<file path="config.mk">
export PLATFORM = sky130hd
export DESIGN_NAME = timer_compare_output_control
export DESIGN_NICKNAME = d
export VERILOG_FILES = /design/src/rtl/timer_pkg.sv /design/src/rtl/timer_compare_output_control.sv
export SDC_FILE = /design/constraint.sdc
export NUM_CORES = 1
export LEC_CHECK = 0
export BUFFER_PORTS_ARGS = -buffer_cell sky130_fd_sc_hd__buf_2
export CAP_MARGIN = 20
export CORE_MARGIN = 10
export CORE_UTILIZATION = 54
export DETAILED_ROUTE_END_ITERATION = 6
export PLACE_DENSITY = 0.77
export SYNTH_ARGS = -nofsm -noshare
export SYNTH_HDL_FRONTEND = slang
export SYNTH_SLANG_ARGS = --single-unit
</file>
<file path="constraint.sdc">
create_clock -name clk_sys -period 2.8 [get_ports clk_sys]
set_input_delay 0.14 -clock clk_sys [delete_from_list [all_inputs] [get_ports clk_sys]]
set_output_delay 0.14 -clock clk_sys [all_outputs]
set_load 0.01 [all_outputs]
</file>
<file path="src/rtl/timer_pkg.sv">
// Purpose: shared constants and types for the timer compare-output block
// Assumes: byte addresses on an 8-bit AXI4-Lite address, 32-bit data
// Notes: offsets other than the first control register are local choices
`default_nettype none
package timer_pkg;
  // bus
  localparam int ADDR_W = 8;
  localparam logic [1:0] RESP_OKAY = 2'h0;
  localparam logic [1:0] RESP_SLVERR = 2'h2;
  // register byte offsets
  localparam logic [7:0] OFF_CTRL_A = 8'h80;
  localparam logic [7:0] OFF_CTRL_B = 8'h84;
  localparam logic [7:0] OFF_CMP_A = 8'h88;
  localparam logic [7:0] OFF_CMP_B = 8'h8C;
  localparam logic [7:0] OFF_TOP = 8'h90;
  localparam logic [7:0] OFF_COUNT = 8'h94;
  localparam logic [7:0] OFF_STATUS = 8'h98;
  localparam logic [7:0] OFF_CLEAR = 8'h9C;
  localparam logic [7:0] OFF_ENABLE = 8'hA0;
  // field positions and masks
  localparam int ACT_A_LSB = 6;
  localparam int ACT_B_LSB = 4;
  localparam int MODE_LO_LSB = 0;
  localparam int MODE_HI_LSB = 3;
  localparam int CSEL_LSB = 0;
  localparam logic [7:0] CTRL_A_MASK = 8'hF3;
  localparam logic [7:0] CTRL_B_MASK = 8'h1F;
  // reset values
  localparam logic [7:0] CTRL_RST = 8'h00;
  localparam logic [15:0] VAL_RST = 16'h0000;
  localparam logic [2:0] FLAG_RST = 3'h0;
  // status bits
  localparam int ST_W = 3;
  localparam int ST_OVF = 0;
  localparam int ST_MATCH_A = 1;
  localparam int ST_MATCH_B = 2;
  // waveform modes
  localparam logic [3:0] MODE_NORMAL = 4'h0;
  localparam logic [3:0] MODE_PC8 = 4'h1;
  localparam logic [3:0] MODE_PC9 = 4'h2;
  localparam logic [3:0] MODE_PC10 = 4'h3;
  localparam logic [3:0] MODE_CTC_CMP = 4'h4;
  localparam logic [3:0] MODE_FAST8 = 4'h5;
  localparam logic [3:0] MODE_FAST9 = 4'h6;
  localparam logic [3:0] MODE_FAST10 = 4'h7;
  localparam logic [3:0] MODE_PFC_REG = 4'h8;
  localparam logic [3:0] MODE_PFC_CMP = 4'h9;
  localparam logic [3:0] MODE_PC_REG = 4'hA;
  localparam logic [3:0] MODE_PC_CMP = 4'hB;
  localparam logic [3:0] MODE_CTC_REG = 4'hC;
  localparam logic [3:0] MODE_RESERVED = 4'hD;
  localparam logic [3:0] MODE_FAST_REG = 4'hE;
  localparam logic [3:0] MODE_FAST_CMP = 4'hF;
  // fixed bottom and top values
  localparam logic [15:0] BOTTOM = 16'h0000;
  localparam logic [15:0] TOP_8 = 16'h00FF;
  localparam logic [15:0] TOP_9 = 16'h01FF;
  localparam logic [15:0] TOP_10 = 16'h03FF;
  localparam logic [15:0] TOP_MAX = 16'hFFFF;
  // clock select codes and prescaler masks
  localparam logic [2:0] CS_STOP = 3'h0;
  localparam logic [2:0] CS_DIV1 = 3'h1;
  localparam logic [2:0] CS_DIV8 = 3'h2;
  localparam logic [2:0] CS_DIV64 = 3'h3;
  localparam logic [2:0] CS_DIV256 = 3'h4;
  localparam logic [2:0] CS_DIV1024 = 3'h5;
  localparam logic [2:0] CS_EXT_FALL = 3'h6;
  localparam logic [2:0] CS_EXT_RISE = 3'h7;
  localparam logic [9:0] PRE_DIV8 = 10'h007;
  localparam logic [9:0] PRE_DIV64 = 10'h03F;
  localparam logic [9:0] PRE_DIV256 = 10'h0FF;
  localparam logic [9:0] PRE_DIV1024 = 10'h3FF;

  typedef enum {CLS_NORMAL, CLS_CTC, CLS_FAST, CLS_PHASE, CLS_PHASE_FREQ} wave_class_e;
endpackage : timer_pkg
`default_nettype wire

</file>
<file path="src/rtl/timer_compare_output_control.sv">
// Purpose: 16-bit timer with two compare outputs, pin override and AXI4-Lite registers
// Assumes: one clock clk_sys, synchronous active-low nrst, external count pin asynchronous
// Notes: counter is read-only; the prescaler runs free so divided ticks stay periodic
`default_nettype none
module timer_compare_output_control (
  input wire logic clk_sys,
  input wire logic nrst,
  input wire logic [timer_pkg::ADDR_W-1:0] s_axi_awaddr,
  input wire logic s_axi_awvalid,
  output logic s_axi_awready,
  input wire logic [31:0] s_axi_wdata,
  input wire logic [3:0] s_axi_wstrb,
  input wire logic s_axi_wvalid,
  output logic s_axi_wready,
  output logic [1:0] s_axi_bresp,
  output logic s_axi_bvalid,
  input wire logic s_axi_bready,
  input wire logic [timer_pkg::ADDR_W-1:0] s_axi_araddr,
  input wire logic s_axi_arvalid,
  output logic s_axi_arready,
  output logic [31:0] s_axi_rdata,
  output logic [1:0] s_axi_rresp,
  output logic s_axi_rvalid,
  input wire logic s_axi_rready,
  input wire logic ext_clock_pin,
  output logic compare_output_a,
  output logic compare_output_b,
  output logic override_a,
  output logic override_b,
  output logic irq
);
  import timer_pkg::*;

  typedef struct packed {
    logic [7:0] ctrl_a;
    logic [7:0] ctrl_b;
    logic [1:0][15:0] buf_cmp;
    logic [1:0][15:0] cmp;
    logic [15:0] top_reg;
    logic [15:0] cnt;
    logic up;
    logic [9:0] pre;
    logic ext_s1;
    logic ext_s2;
    logic ext_s3;
    logic [1:0] out;
    logic [ST_W-1:0] status;
    logic [ST_W-1:0] enable;
    logic aw_held;
    logic [ADDR_W-1:0] aw_addr;
    logic w_held;
    logic [31:0] w_data;
    logic [3:0] w_strb;
    logic bvalid;
    logic [1:0] bresp;
    logic rvalid;
    logic [31:0] rdata;
    logic [1:0] rresp;
  } state_s;

  state_s q;
  state_s d;
  logic [3:0] mode;
  wave_class_e cls;
  logic [15:0] top;
  logic tick;
  logic dual;
  logic [1:0] match;
  logic [1:0][1:0] act;
  logic [1:0] toggle_ok;
  logic [1:0] connect;
  logic wr_en;
  logic wr_known;
  logic [31:0] rd_word;
  logic rd_known;

  function automatic logic [15:0] merge16(input logic [15:0] old, input logic [31:0] data,
                                          input logic [3:0] strb);
    logic [15:0] r;
    r = old;
    if (strb[0]) r[7:0] = data[7:0];
    if (strb[1]) r[15:8] = data[15:8];
    return r;
  endfunction : merge16

  assign mode = {q.ctrl_b[MODE_HI_LSB +: 2], q.ctrl_a[MODE_LO_LSB +: 2]};
  assign act[0] = q.ctrl_a[ACT_A_LSB +: 2];
  assign act[1] = q.ctrl_a[ACT_B_LSB +: 2];
  assign dual = (cls == CLS_PHASE) || (cls == CLS_PHASE_FREQ);

  // mode decode: sequence class and top source; reserved mode counts as normal
  always_comb begin
    cls = CLS_NORMAL;
    top = TOP_MAX;
    unique case (mode)
      MODE_NORMAL, MODE_RESERVED: begin
        cls = CLS_NORMAL;
        top = TOP_MAX;
      end
      MODE_PC8: begin
        cls = CLS_PHASE;
        top = TOP_8;
      end
      MODE_PC9: begin
        cls = CLS_PHASE;
        top = TOP_9;
      end
      MODE_PC10: begin
        cls = CLS_PHASE;
        top = TOP_10;
      end
      MODE_CTC_CMP: begin
        cls = CLS_CTC;
        top = q.cmp[0];
      end
      MODE_FAST8: begin
        cls = CLS_FAST;
        top = TOP_8;
      end
      MODE_FAST9: begin
        cls = CLS_FAST;
        top = TOP_9;
      end
      MODE_FAST10: begin
        cls = CLS_FAST;
        top = TOP_10;
      end
      MODE_PFC_REG: begin
        cls = CLS_PHASE_FREQ;
        top = q.top_reg;
      end
      MODE_PFC_CMP: begin
        cls = CLS_PHASE_FREQ;
        top = q.cmp[0];
      end
      MODE_PC_REG: begin
        cls = CLS_PHASE;
        top = q.top_reg;
      end
      MODE_PC_CMP: begin
        cls = CLS_PHASE;
        top = q.cmp[0];
      end
      MODE_CTC_REG: begin
        cls = CLS_CTC;
        top = q.top_reg;
      end
      MODE_FAST_REG: begin
        cls = CLS_FAST;
        top = q.top_reg;
      end
      MODE_FAST_CMP: begin
        cls = CLS_FAST;
        top = q.cmp[0];
      end
    endcase
  end

  // tick as enable only; external edges come from the synchronised pin
  always_comb begin
    tick = 1'b0;
    unique case (q.ctrl_b[CSEL_LSB +: 3])
      CS_STOP: tick = 1'b0;
      CS_DIV1: tick = 1'b1;
      CS_DIV8: tick = (q.pre & PRE_DIV8) == PRE_DIV8;
      CS_DIV64: tick = (q.pre & PRE_DIV64) == PRE_DIV64;
      CS_DIV256: tick = (q.pre & PRE_DIV256) == PRE_DIV256;
      CS_DIV1024: tick = q.pre == PRE_DIV1024;
      CS_EXT_FALL: tick = q.ext_s3 & ~q.ext_s2;
      CS_EXT_RISE: tick = ~q.ext_s3 & q.ext_s2;
    endcase
  end

  // per-channel match and pin hand-over
  always_comb begin
    for (int ch = 0; ch < 2; ch++) begin
      match[ch] = tick && (q.cnt == q.cmp[ch]);
      // PWM classes toggle only channel A, in modes 9, 11, 14 and 15; normal and CTC toggle both
      if (cls == CLS_FAST) begin
        toggle_ok[ch] = (ch == 0) && (mode == MODE_FAST_REG || mode == MODE_FAST_CMP);
      end else if (dual) begin
        toggle_ok[ch] = (ch == 0) && (mode == MODE_PFC_CMP || mode == MODE_PC_CMP);
      end else begin
        toggle_ok[ch] = 1'b1;
      end
      // action 1x takes the pin, 01 only where toggle is allowed, 00 leaves it to the port
      connect[ch] = act[ch][1] || (act[ch][0] && toggle_ok[ch]);
    end
  end

  // register read mux; unmapped or misaligned addresses answer SLVERR
  always_comb begin
    rd_word = 32'h0000_0000;
    rd_known = 1'b1;
    unique case (s_axi_araddr)
      OFF_CTRL_A: rd_word = {24'h00_0000, q.ctrl_a};
      OFF_CTRL_B: rd_word = {24'h00_0000, q.ctrl_b};
      OFF_CMP_A: rd_word = {16'h0000, q.buf_cmp[0]};
      OFF_CMP_B: rd_word = {16'h0000, q.buf_cmp[1]};
      OFF_TOP: rd_word = {16'h0000, q.top_reg};
      OFF_COUNT: rd_word = {16'h0000, q.cnt};
      OFF_STATUS: rd_word = {29'h0000_0000, q.status};
      OFF_CLEAR: rd_word = 32'h0000_0000;
      OFF_ENABLE: rd_word = {29'h0000_0000, q.enable};
      default: rd_known = 1'b0;
    endcase
  end

  assign wr_en = q.aw_held && q.w_held && !q.bvalid;
  assign wr_known = (q.aw_addr == OFF_CTRL_A) || (q.aw_addr == OFF_CTRL_B) ||
                    (q.aw_addr == OFF_CMP_A) || (q.aw_addr == OFF_CMP_B) ||
                    (q.aw_addr == OFF_TOP) || (q.aw_addr == OFF_COUNT) ||
                    (q.aw_addr == OFF_STATUS) || (q.aw_addr == OFF_CLEAR) ||
                    (q.aw_addr == OFF_ENABLE);

  // next state: bus, prescaler, counter, buffers, waveforms, flags
  always_comb begin
    logic [ST_W-1:0] clr;
    logic [ST_W-1:0] ev;
    logic load;
    clr = '0;
    ev = '0;
    load = 1'b0;
    d = q;
    // only the second stage reads the first synchroniser flop
    d.ext_s1 = ext_clock_pin;
    d.ext_s2 = q.ext_s1;
    d.ext_s3 = q.ext_s2;
    d.pre = q.pre + 10'h001;

    // write channels taken independently, response after both
    if (s_axi_awvalid && s_axi_awready) begin
      d.aw_held = 1'b1;
      d.aw_addr = s_axi_awaddr;
    end
    if (s_axi_wvalid && s_axi_wready) begin
      d.w_held = 1'b1;
      d.w_data = s_axi_wdata;
      d.w_strb = s_axi_wstrb;
    end
    if (q.bvalid && s_axi_bready) d.bvalid = 1'b0;
    if (wr_en) begin
      d.aw_held = 1'b0;
      d.w_held = 1'b0;
      d.bvalid = 1'b1;
      d.bresp = wr_known ? RESP_OKAY : RESP_SLVERR;
      if (q.w_strb[0]) begin
        if (q.aw_addr == OFF_CTRL_A) d.ctrl_a = q.w_data[7:0] & CTRL_A_MASK;
        if (q.aw_addr == OFF_CTRL_B) d.ctrl_b = q.w_data[7:0] & CTRL_B_MASK;
        if (q.aw_addr == OFF_CLEAR) clr = q.w_data[ST_W-1:0];
        if (q.aw_addr == OFF_ENABLE) d.enable = q.w_data[ST_W-1:0];
      end
      if (q.aw_addr == OFF_CMP_A) d.buf_cmp[0] = merge16(q.buf_cmp[0], q.w_data, q.w_strb);
      if (q.aw_addr == OFF_CMP_B) d.buf_cmp[1] = merge16(q.buf_cmp[1], q.w_data, q.w_strb);
      if (q.aw_addr == OFF_TOP) d.top_reg = merge16(q.top_reg, q.w_data, q.w_strb);
    end
    if (q.rvalid && s_axi_rready) d.rvalid = 1'b0;
    if (s_axi_arvalid && s_axi_arready) begin
      d.rvalid = 1'b1;
      d.rdata = rd_word;
      d.rresp = rd_known ? RESP_OKAY : RESP_SLVERR;
    end

    // counter steps only on a tick
    if (tick) begin
      if (dual) begin
        if (q.up) begin
          d.up = q.cnt != top;
          d.cnt = (q.cnt == top) ? q.cnt - 16'h0001 : q.cnt + 16'h0001;
        end else begin
          d.up = q.cnt == BOTTOM;
          d.cnt = (q.cnt == BOTTOM) ? q.cnt + 16'h0001 : q.cnt - 16'h0001;
        end
      end else begin
        d.up = 1'b1;
        d.cnt = (q.cnt == top) ? BOTTOM : q.cnt + 16'h0001;
      end
    end

    // buffered compare load point per class; overflow point
    unique case (cls)
      CLS_NORMAL, CLS_CTC: begin
        load = 1'b1;
        ev[ST_OVF] = tick && (q.cnt == TOP_MAX);
      end
      CLS_FAST: begin
        load = tick && (q.cnt == top);
        ev[ST_OVF] = load;
      end
      CLS_PHASE: begin
        load = tick && q.up && (q.cnt == top);
        ev[ST_OVF] = tick && !q.up && (q.cnt == BOTTOM);
      end
      CLS_PHASE_FREQ: begin
        load = tick && !q.up && (q.cnt == BOTTOM);
        ev[ST_OVF] = load;
      end
    endcase
    if (load) d.cmp = q.buf_cmp;
    ev[ST_MATCH_A] = match[0];
    ev[ST_MATCH_B] = match[1];

    // outputs hold unless an event below changes them
    for (int ch = 0; ch < 2; ch++) begin
      if (act[ch] == 2'b01) begin
        if (toggle_ok[ch] && match[ch]) d.out[ch] = ~q.out[ch];
      end else if (act[ch][1]) begin
        unique case (cls)
          CLS_NORMAL, CLS_CTC: begin
            if (match[ch]) d.out[ch] = act[ch][0];
          end
          CLS_FAST: begin
            // bottom action first, so a match at top is ignored
            if (tick && q.cnt == top) d.out[ch] = ~act[ch][0];
            else if (match[ch]) d.out[ch] = act[ch][0];
          end
          CLS_PHASE, CLS_PHASE_FREQ: begin
            if (tick && q.cmp[ch] == BOTTOM) d.out[ch] = act[ch][0];
            else if (tick && q.cmp[ch] == top) d.out[ch] = ~act[ch][0];
            else if (match[ch]) d.out[ch] = q.up ? act[ch][0] : ~act[ch][0];
          end
        endcase
      end
    end

    // sticky flags: a new event beats a clear in the same cycle
    d.status = (q.status & ~clr) | ev;
  end

  // one register stage; reset clears control and outputs together
  always_ff @(posedge clk_sys) begin
    if (!nrst) begin
      q <= '0;
      q.up <= 1'b1;
      q.ctrl_a <= CTRL_RST;
      q.ctrl_b <= CTRL_RST;
      q.buf_cmp <= {VAL_RST, VAL_RST};
      q.cmp <= {VAL_RST, VAL_RST};
      q.top_reg <= VAL_RST;
      q.status <= FLAG_RST;
      q.enable <= FLAG_RST;
    end else begin
      q <= d;
    end
  end

  assign s_axi_awready = !q.aw_held && !q.bvalid;
  assign s_axi_wready = !q.w_held && !q.bvalid;
  assign s_axi_bvalid = q.bvalid;
  assign s_axi_bresp = q.bresp;
  assign s_axi_arready = !q.rvalid;
  assign s_axi_rvalid = q.rvalid;
  assign s_axi_rdata = q.rdata;
  assign s_axi_rresp = q.rresp;
  assign compare_output_a = q.out[0];
  assign compare_output_b = q.out[1];
  // the port still needs its direction bit; only the hand-over is signalled here
  assign override_a = connect[0];
  assign override_b = connect[1];
  assign irq = |(q.status & q.enable);
endmodule : timer_compare_output_control
`default_nettype wire

</file>
==> summary.md, run 1 <==
| Metric | Value |
|---|---|
| Status | `finished, violations left` |
| Violated checks | `setup timing` |
| Clock period minus final worst setup slack | `3.02 ns` |
| I/O Buffers | `69` |
| Worst slew margin | `0.418` |
| Root cell of the clock tree | `sky130_fd_sc_hd__clkbuf_16` |
| Worst path cell trace | `buf_6, and2b_4, mux4_2, a21oi_4, xnor2_2, buf_4, nor4_4, nand4_4, o21ai_4, buf_12, buf_12, mux2i_2, nor2_1` |
| Inserted Diodes | `0` |
| Antenna violations before repair | `0` |
| Max Fclk | `0.332 GHz` |
| Number of remaining DRC errors | `0` |
| Critical path fanouts, max | `5` |
| Pwr/cell area | `403 nW/um2` |
| FFs w/ async S/R, synth | `0` |
| Worst R2R Start | `mode[2]$_SDFFE_PN0P_` |
| Starting utilization of the core area | `0.548` |
| Final total power | `5340 uW` |
| Count of maximum capacitance violations | `0` |
| Die extent in y | `158 um` |
| Pin count of the biggest net entering global routing | `94` |
| Avg Synthesized Cell Area | `7.93 um2` |
| WP buf/inv | `4` |
| Crit end category | `flop` |
| Clock-pin transition on the worst setup and hold timing paths | `0.08 ns` |
| All-layer global routing usage | `0.308` |
| Max Transition Viols Final | `0` |
| Max incr delay on CP | `0.52 ns` |
| Final design area excluding fillers | `13200 um2` |
| Die Width | `158 um` |
| Remaining number of nets flagged by the antenna check after routing | `0` |
| Placer's final routability congestion estimate | `1.04` |
| Leakage power summed over all cells | `0.00568 uW` |
| Average routed wire per standard cell | `22.9 um` |
| Global-route congestion overflow total | `0` |
| Type of origin of the critical path | `flop` |
| Proportion of synthesized chip area in sequential cells | `0.346` |
| TritonCTS Buffers | `17` |
| Smallest setup slack after layout | `-0.215 ns` |
| Level count of the clock H-tree | `4` |
| Detailed-route wire length | `39.6 mm` |
| Worst reg2reg setup slack | `-0.22 ns` |
| Fraction of the core area covered by cells at the end of the flow | `0.708` |
| Drt via density | `6.31` |
| WP data required | `3.11 ns` |
| WP depth | `13` |
| Via count | `10922` |
| Endpoint of the worst hold path | `q[47]$_SDFFE_PN0P_` |
| Arrival time at the worst endpoint | `3.32 ns` |
| # setup viols final | `47` |
| Post-synth top flop | `sky130_fd_sc_hd__dfxtp_1` |
| Post-synthesis to final-layout area growth | `29.2%` |
| Post-synthesis cell type count | `85` |
| Post-synthesis sequential element count | `177` |
| Number of buffers between clock root and the deepest sink | `2` |
| Post-route clock period utilization | `1.08` |
| Fraction of layout instances using a drive strength above 1 | `0.247` |
| Worst Tran Pin Value | `0.864 ns` |
| Worst Hold Class | `in -> reg` |
| Number of global-route vias before repair | `10380` |
| CP most frequent cell | `sky130_fd_sc_hd__buf_12` |
| Number of sinks handled by clock tree synthesis | `177` |
| Reg2Reg Capture Point | `q[164]$_SDFFE_PN0P_` |
| Number of warnings printed during yosys synthesis | `0` |
| RSZ-0062 raised after global routing | `yes` |
| Placed wire-length estimate after detailed placement | `28.2 mm` |
| Number of nets in the final layout | `1548` |
| Floorplan Core Area | `18700 um2` |
| FP Rows | `50` |
| Top-level port count | `106` |
| Worst setup path category | `reg -> reg` |
| Post-DP Area | `11600 um2` |
| Critical hold path startpoint | `s_axi_wdata[5]` |
| Cell with the largest stage delay on the worst path | `sky130_fd_sc_hd__mux4_2` |
| Number of iterations in the first detailed-routing pass | `6` |
| TritonCTS clock tree | `yes` |
| Worst setup skew after layout | `0.0130 ns` |
| Clock latency of the later-clocked register in the worst-skew pair | `0.45 ns` |
| Starting DRC count in detailed routing | `1266` |
| First-pass GRT wire length | `59.4 mm` |
| Cell family contributing the most delay on the critical path | `multiplexers` |
| Peak supply drop | `443 uV` |
| Number of cells produced by synthesis | `1292` |
| Length in cells of the worst reg-to-reg path | `13` |
| Mapped Area | `10300 um2` |
| Hold Path Cell Cnt | `3` |
| Die Footprint | `24900 um2` |
| Number of enable flip-flop cells after synthesis | `0` |
| Number of hold violations in the final report | `0` |
## cells by family after synthesis
family,count (synthesis),synth area share
flip-flops,177,0.346
AND/OR/NAND/NOR,501,0.235
AO/OA/AOI/OAI,296,0.198
adder cells (fa/ha/maj),5,0.00610
buffers and inverters,167,0.0791
multiplexers,76,0.0760
XOR/XNOR,69,0.0590
other,1,0.000366
## final cells by class
type,instances,area (um2)
clock buffers,17,425
flip-flops and latches,177,3560
multi-input cells,965,6430
inverters,41,156
clock inverters,15,160
repair buffers,281,2230
well taps,234,293
fillers,1445,5460
## placed cells by master, fill, tap and decap left out, drive strengths merged, types with 7 or more instances in the layout
cell | netlist | routed
o221ai | 10 | 10
nand2 | 137 | 137
nor2 | 177 | 177
dlygate4sd3 | 0 | 28
mux2i | 73 | 73
nor3 | 23 | 23
dfxtp | 177 | 177
nand3 | 36 | 36
nor4 | 32 | 32
a22oi | 51 | 51
xor2 | 21 | 21
buf | 52 | 251
and4 | 8 | 8
and2 | 12 | 12
a21oi | 86 | 86
and3 | 10 | 10
a222oi | 8 | 8
o21ai | 31 | 31
clkbuf | 74 | 19
a221oi | 12 | 12
nor3b | 7 | 7
inv | 40 | 49
nand2b | 13 | 13
a211oi | 9 | 9
conb | 1 | 18
xnor2 | 48 | 48
a31oi | 11 | 11
nand4 | 17 | 17
o22ai | 23 | 23
## timing repair
| item | CTS | global route |
|---|---|---|
| endpoints found under the hold margin | 27 | 0 |
| buffers inserted | 9 | 15 |
| cloned | 1 | 2 |
| hold buffers | 28 | 0 |
| endpoints found under the setup margin | 51 | 50 |
| pin swaps | 16 | 56 |
| gates resized for setup | 49 | 59 |
## per-stage QoR
step / setup WS [ns] / instances / hold WS (ns) / TNS, ns
2_1_floorplan: -0.00572 / 1309 / 0.239 / -0.00572
3_3_place_gp: -0.212 / 1646 / 0.331 / -4.85
3_5_place_dp: -0.278 / 1646 / 0.331 / -7.98
4_1_cts: -0.112 / 1716 / 0.00529 / -2.36
5_1_grt: -0.292 / 1730 / 0.0247 / -11.14
6_report: -0.215 / 1730 / 0.00486 / -6.57
## layer usage
layer	track usage	up-vias	part of all wire
met5	0	-	0
met4	0.203	0	0.071
met3	0.0681	184	0.096
met2	0.482	654	0.45
met1	0.373	5111	0.38
li1	-	4973	-
## power breakdown
part / switching (uW) / internal, uW / total, uW
clock network: 1220 / 1200 / 2420
logic: 190 / 122 / 312
registers: 54.0 / 2550 / 2610
total: 1460 / 3880 / 5340
## Yosys cell counts (3+ instances only)
cell | instances | area, um2
sky130_fd_sc_hd__a2111oi_0 | 4 | 35.0
sky130_fd_sc_hd__a211o_1 | 3 | 26.3
sky130_fd_sc_hd__a211oi_1 | 8 | 60.1
sky130_fd_sc_hd__a21o_1 | 5 | 37.5
sky130_fd_sc_hd__a21oi_1 | 83 | 415
sky130_fd_sc_hd__a221oi_1 | 12 | 105
sky130_fd_sc_hd__a222oi_1 | 8 | 80.1
sky130_fd_sc_hd__a22o_1 | 6 | 52.6
sky130_fd_sc_hd__a22oi_1 | 51 | 383
sky130_fd_sc_hd__a31oi_1 | 11 | 68.8
sky130_fd_sc_hd__and2_1 | 12 | 75.1
sky130_fd_sc_hd__and3_1 | 10 | 62.6
sky130_fd_sc_hd__and4_1 | 8 | 70.1
sky130_fd_sc_hd__and4b_1 | 3 | 30.0
sky130_fd_sc_hd__buf_2 | 9 | 45.0
sky130_fd_sc_hd__buf_4 | 36 | 270
sky130_fd_sc_hd__buf_6 | 5 | 56.3
sky130_fd_sc_hd__clkbuf_1 | 74 | 278
sky130_fd_sc_hd__dfxtp_1 | 177 | 3540
sky130_fd_sc_hd__ha_1 | 5 | 62.6
sky130_fd_sc_hd__inv_1 | 38 | 143
sky130_fd_sc_hd__mux2i_1 | 73 | 731
sky130_fd_sc_hd__nand2_1 | 136 | 510
sky130_fd_sc_hd__nand2b_1 | 13 | 81.3
sky130_fd_sc_hd__nand3_1 | 35 | 175
sky130_fd_sc_hd__nand3b_1 | 4 | 30.0
sky130_fd_sc_hd__nand4_1 | 16 | 100
sky130_fd_sc_hd__nor2_1 | 177 | 664
sky130_fd_sc_hd__nor2b_1 | 3 | 18.8
sky130_fd_sc_hd__nor3_1 | 22 | 110
sky130_fd_sc_hd__nor3b_1 | 7 | 52.6
sky130_fd_sc_hd__nor4_1 | 26 | 163
sky130_fd_sc_hd__nor4_2 | 6 | 75.1
sky130_fd_sc_hd__o2111ai_1 | 3 | 26.3
sky130_fd_sc_hd__o211ai_1 | 5 | 37.5
sky130_fd_sc_hd__o21a_1 | 4 | 30.0
sky130_fd_sc_hd__o21ai_0 | 29 | 145
sky130_fd_sc_hd__o221ai_1 | 10 | 87.6
sky130_fd_sc_hd__o22ai_1 | 23 | 144
sky130_fd_sc_hd__o31ai_1 | 3 | 22.5
sky130_fd_sc_hd__or3_1 | 5 | 31.3
sky130_fd_sc_hd__or4_1 | 3 | 22.5
sky130_fd_sc_hd__xnor2_1 | 48 | 420
sky130_fd_sc_hd__xor2_1 | 21 | 184
## flip-flops by register name, summed over array words and instances (netlist names)
name / cells
compare_output_b: 1
act: 4
mode: 4
s_axi_bresp: 1
d: 2
s_axi_rvalid: 1
s_axi_rresp: 1
s_axi_bvalid: 1
s_axi_rdata: 16
compare_output_a: 1
q: 145
## worst max path at each step
| stage | to | start | slack [ns] |
|---|---|---|---|
| floorplan | q[112]$_SDFFE_PN0P_ | q[113]$_SDFFE_PN0P_ | -0.006 |
| global placement | q[109]$_SDFFE_PN0P_ | mode[0]$_SDFFE_PN0P_ | -0.21 |
| detailed placement | q[109]$_SDFFE_PN0P_ | mode[0]$_SDFFE_PN0P_ | -0.28 |
| CTS | q[157]$_SDFFE_PN0P_ | mode[3]$_SDFFE_PN0P_ | -0.11 |
| global route | q[138]$_SDFFE_PN0P_ | mode[2]$_SDFFE_PN0P_ | -0.29 |
| finish | q[164]$_SDFFE_PN0P_ | mode[2]$_SDFFE_PN0P_ | -0.22 |
## tightest hold or removal path: stages
cell and delay, ns:
sky130_fd_sc_hd__buf_2 0.10, sky130_fd_sc_hd__nand2_1 0.09, sky130_fd_sc_hd__a21oi_1 0.07
(Power assumes the default switching activity.)
==> run 2, diff against run 1 <==
--- a/config.mk
+++ b/config.mk
@@ -5,12 +5,12 @@
 export SDC_FILE = /design/constraint.sdc
 export NUM_CORES = 1
 export LEC_CHECK = 0
-export BUFFER_PORTS_ARGS = -buffer_cell sky130_fd_sc_hd__buf_2
 export CAP_MARGIN = 20
 export CORE_MARGIN = 10
-export CORE_UTILIZATION = 54
+export CORE_UTILIZATION = 60
 export DETAILED_ROUTE_END_ITERATION = 6
-export PLACE_DENSITY = 0.77
+export DONT_BUFFER_PORTS = 1
+export PLACE_DENSITY = 0.76
 export SYNTH_ARGS = -nofsm -noshare
 export SYNTH_HDL_FRONTEND = slang
 export SYNTH_SLANG_ARGS = --single-unit
==> constraint.sdc (replaced) <==
create_clock -name clk_sys -period 3.3 [get_ports clk_sys]
set_input_delay 0.165 -clock clk_sys [delete_from_list [all_inputs] [get_ports clk_sys]]
set_output_delay 0.165 -clock clk_sys [all_outputs]
set_load 0.01 [all_outputs]
==> summary.md, run 2 (synthesized netlist as in run 1, its figures left out) <==
| Metric | Value |
|---|---|
| WP data required | `3.61 ns` |
| # setup viols final | `0` |
| Worst setup path category | `reg -> reg` |
| Total negative slack | `0 ns` |
| I/O Buffers | `0` |
| Remaining number of nets flagged by the antenna check after routing | `0` |
| Die extent in y | `151 um` |
| Clock period minus final worst setup slack | `3.15 ns` |
| Type of origin of the critical path | `flop` |
| Die Footprint | `22700 um2` |
| Critical path fanouts, max | `26` |
| Top-level port count | `106` |
| First-pass GRT wire length | `55.2 mm` |
| Biggest register | `q` |
| Cell with the largest stage delay on the worst path | `sky130_fd_sc_hd__nor4_2` |
| Antenna violations before repair | `0` |
| Fill cell instance count of the final layout | `1380` |
| Arrival time at the worst endpoint | `3.46 ns` |
| Comb pwr share | `0.049` |
| Pin count of the biggest net entering global routing | `97` |
| Clock latency of the later-clocked register in the worst-skew pair | `0.45 ns` |
| Fraction of layout instances using a drive strength above 1 | `0.106` |
| Fraction of the core area covered by cells at the end of the flow | `0.690` |
| TritonCTS Buffers | `17` |
| WP depth | `11` |
| Critical Path Source | `mode[0]$_SDFFE_PN0P_` |
| WP buf/inv | `2` |
| Via count | `10172` |
| Starting utilization of the core area | `0.616` |
| Detailed-route wire length | `35.9 mm` |
| Post-synthesis to final-layout area growth | `12.0%` |
| Proportion of power drawn by flip-flops and latches | `0.489` |
| Leakage power summed over all cells | `0.00470 uW` |
| Most common cell after layout, fill and taps aside | `sky130_fd_sc_hd__nor2_1` |
| Worst hold slack after final layout | `0.0681 ns` |
| Post-DP Area | `10600 um2` |
| Root cell of the clock tree | `sky130_fd_sc_hd__clkbuf_16` |
| Post-route clock period utilization | `0.955` |
| RSZ-0062 raised after global routing | `no` |
| Worst slew margin | `0.376` |
| Clock-pin transition on the worst setup and hold timing paths | `0.08 ns` |
| Number of nets in the final layout | `1377` |
| Internal power | `3330 uW` |
| TritonCTS clock tree | `yes` |
| Worst R2R Start | `mode[0]$_SDFFE_PN0P_` |
| Level count of the clock H-tree | `4` |
| Peak supply drop | `408 uV` |
| Sw Share | `0.266` |
| Number of sinks handled by clock tree synthesis | `177` |
| Worst Hold Class | `in -> reg` |
| Starting DRC count in detailed routing | `1234` |
| Max Transition Viols Final | `0` |
| Average routed wire per standard cell | `23.2 um` |
| Cell family contributing the most delay on the critical path | `simple AND/OR/NAND/NOR gates` |
| CP most frequent cell | `sky130_fd_sc_hd__buf_12` |
| Crit end category | `flop` |
| Die Width | `151 um` |
| Worst setup skew after layout | `0.0162 ns` |
| Number of iterations in the first detailed-routing pass | `6` |
| Global-route congestion overflow total | `0` |
| Flip-flop count of the largest register, all copies and words added | `145` |
| Max incr delay on CP | `0.44 ns` |
| Floorplan Core Area | `16600 um2` |
| All-layer global routing usage | `0.312` |
| Drt via density | `6.58` |
| Placed wire-length estimate after detailed placement | `26.3 mm` |
| Critical hold path startpoint | `s_axi_awvalid` |
| Placer's final routability congestion estimate | `1.11` |
| Length in cells of the worst reg-to-reg path | `11` |
| Top library cells by usage in the layout, fill and taps aside | `sky130_fd_sc_hd__nor2_1 (177), sky130_fd_sc_hd__dfxtp_1 (175), sky130_fd_sc_hd__nand2_1 (136)` |
| Worst Tran Pin Value | `0.933 ns` |
| Number of buffers between clock root and the deepest sink | `2` |
| Number of global-route vias before repair | `9359` |
| FP Rows | `47` |
| Number of remaining DRC errors | `0` |
| Final design area excluding fillers | `11500 um2` |
| Worst path cell trace | `buf_12, and4b_1, a311o_1, a21oi_2, xnor2_1, nor4_2, nand4_2, o21ai_4, buf_12, mux2i_1, nor2_1` |
| Status | `finished clean` |
| Number of hold violations in the final report | `0` |
| Hold Path Cell Cnt | `3` |
| Share of power burned in the clock network | `0.462` |
| Pwr/cell area | `395 nW/um2` |
| Max Fclk | `0.317 GHz` |
| Psw | `1200 uW` |
| Count of maximum capacitance violations | `0` |
[run 2: layout make-up]
cell class	count	area, um2	area share
antenna	1	2.50	0.000218
clock buffer	17	425	0.0371
clock inverter	14	173	0.0150
inverter	41	156	0.0136
multi-input combinational	965	5960	0.519
sequential	177	3550	0.309
tap	220	275	0.0240
timing repair buffer	110	941	0.0820
[run 2: repair_timing]
action | in CTS | in global routing
setup endpoints to repair | 0 | 48
endpoints found under the hold margin | 50 | 0
setup buffers | 0 | 0
gates resized for setup | 0 | 3
hold buffers | 31 | 0
[run 2: per-stage QoR]
stage               instances  setup slack [ns]  total power (uW)
floorplan                1309             0.444              2410
global placement         1482             0.107              2440
detailed placement       1482            0.0770              2450
CTS                      1544            0.0427              4520
global route             1544           0.00177              4640
finish                   1545             0.149              4530
[run 2: worst paths after layout]
| path | endpoint | slack [ns] |
|---|---|---|
| max | q[138]$_SDFFE_PN0P_ | 0.15 |
| min | q[82]$_SDFFE_PN0P_ | 0.07 |
| max reg2reg | q[138]$_SDFFE_PN0P_ | 0.15 |
| min reg2reg | d[92]$_SDFF_PN0_ | 0.44 |
[run 2: per-layer routing]
metal,track usage,vias to the layer above,share of wire
li1,-,4635,-
met1,0.422,4831,0.42
met2,0.475,594,0.44
met3,0.0651,112,0.11
met4,0.129,0,0.042
met5,0,-,0
[run 2: worst min-delay path, cell delays in order]
cell	delay (ns)
sky130_fd_sc_hd__nand2_1	0.14
sky130_fd_sc_hd__nand2_1	0.11
sky130_fd_sc_hd__a21oi_1	0.05
[run 2: power by group through the flow]
stage	combinational (uW)	sequential (uW)	clock, uW
final	224	2210	2090
after floorplan	166	2240	0
after CTS	218	2210	2090
after global routing	249	2220	2170
after detailed placement	184	2260	0
after global placement	180	2260	0
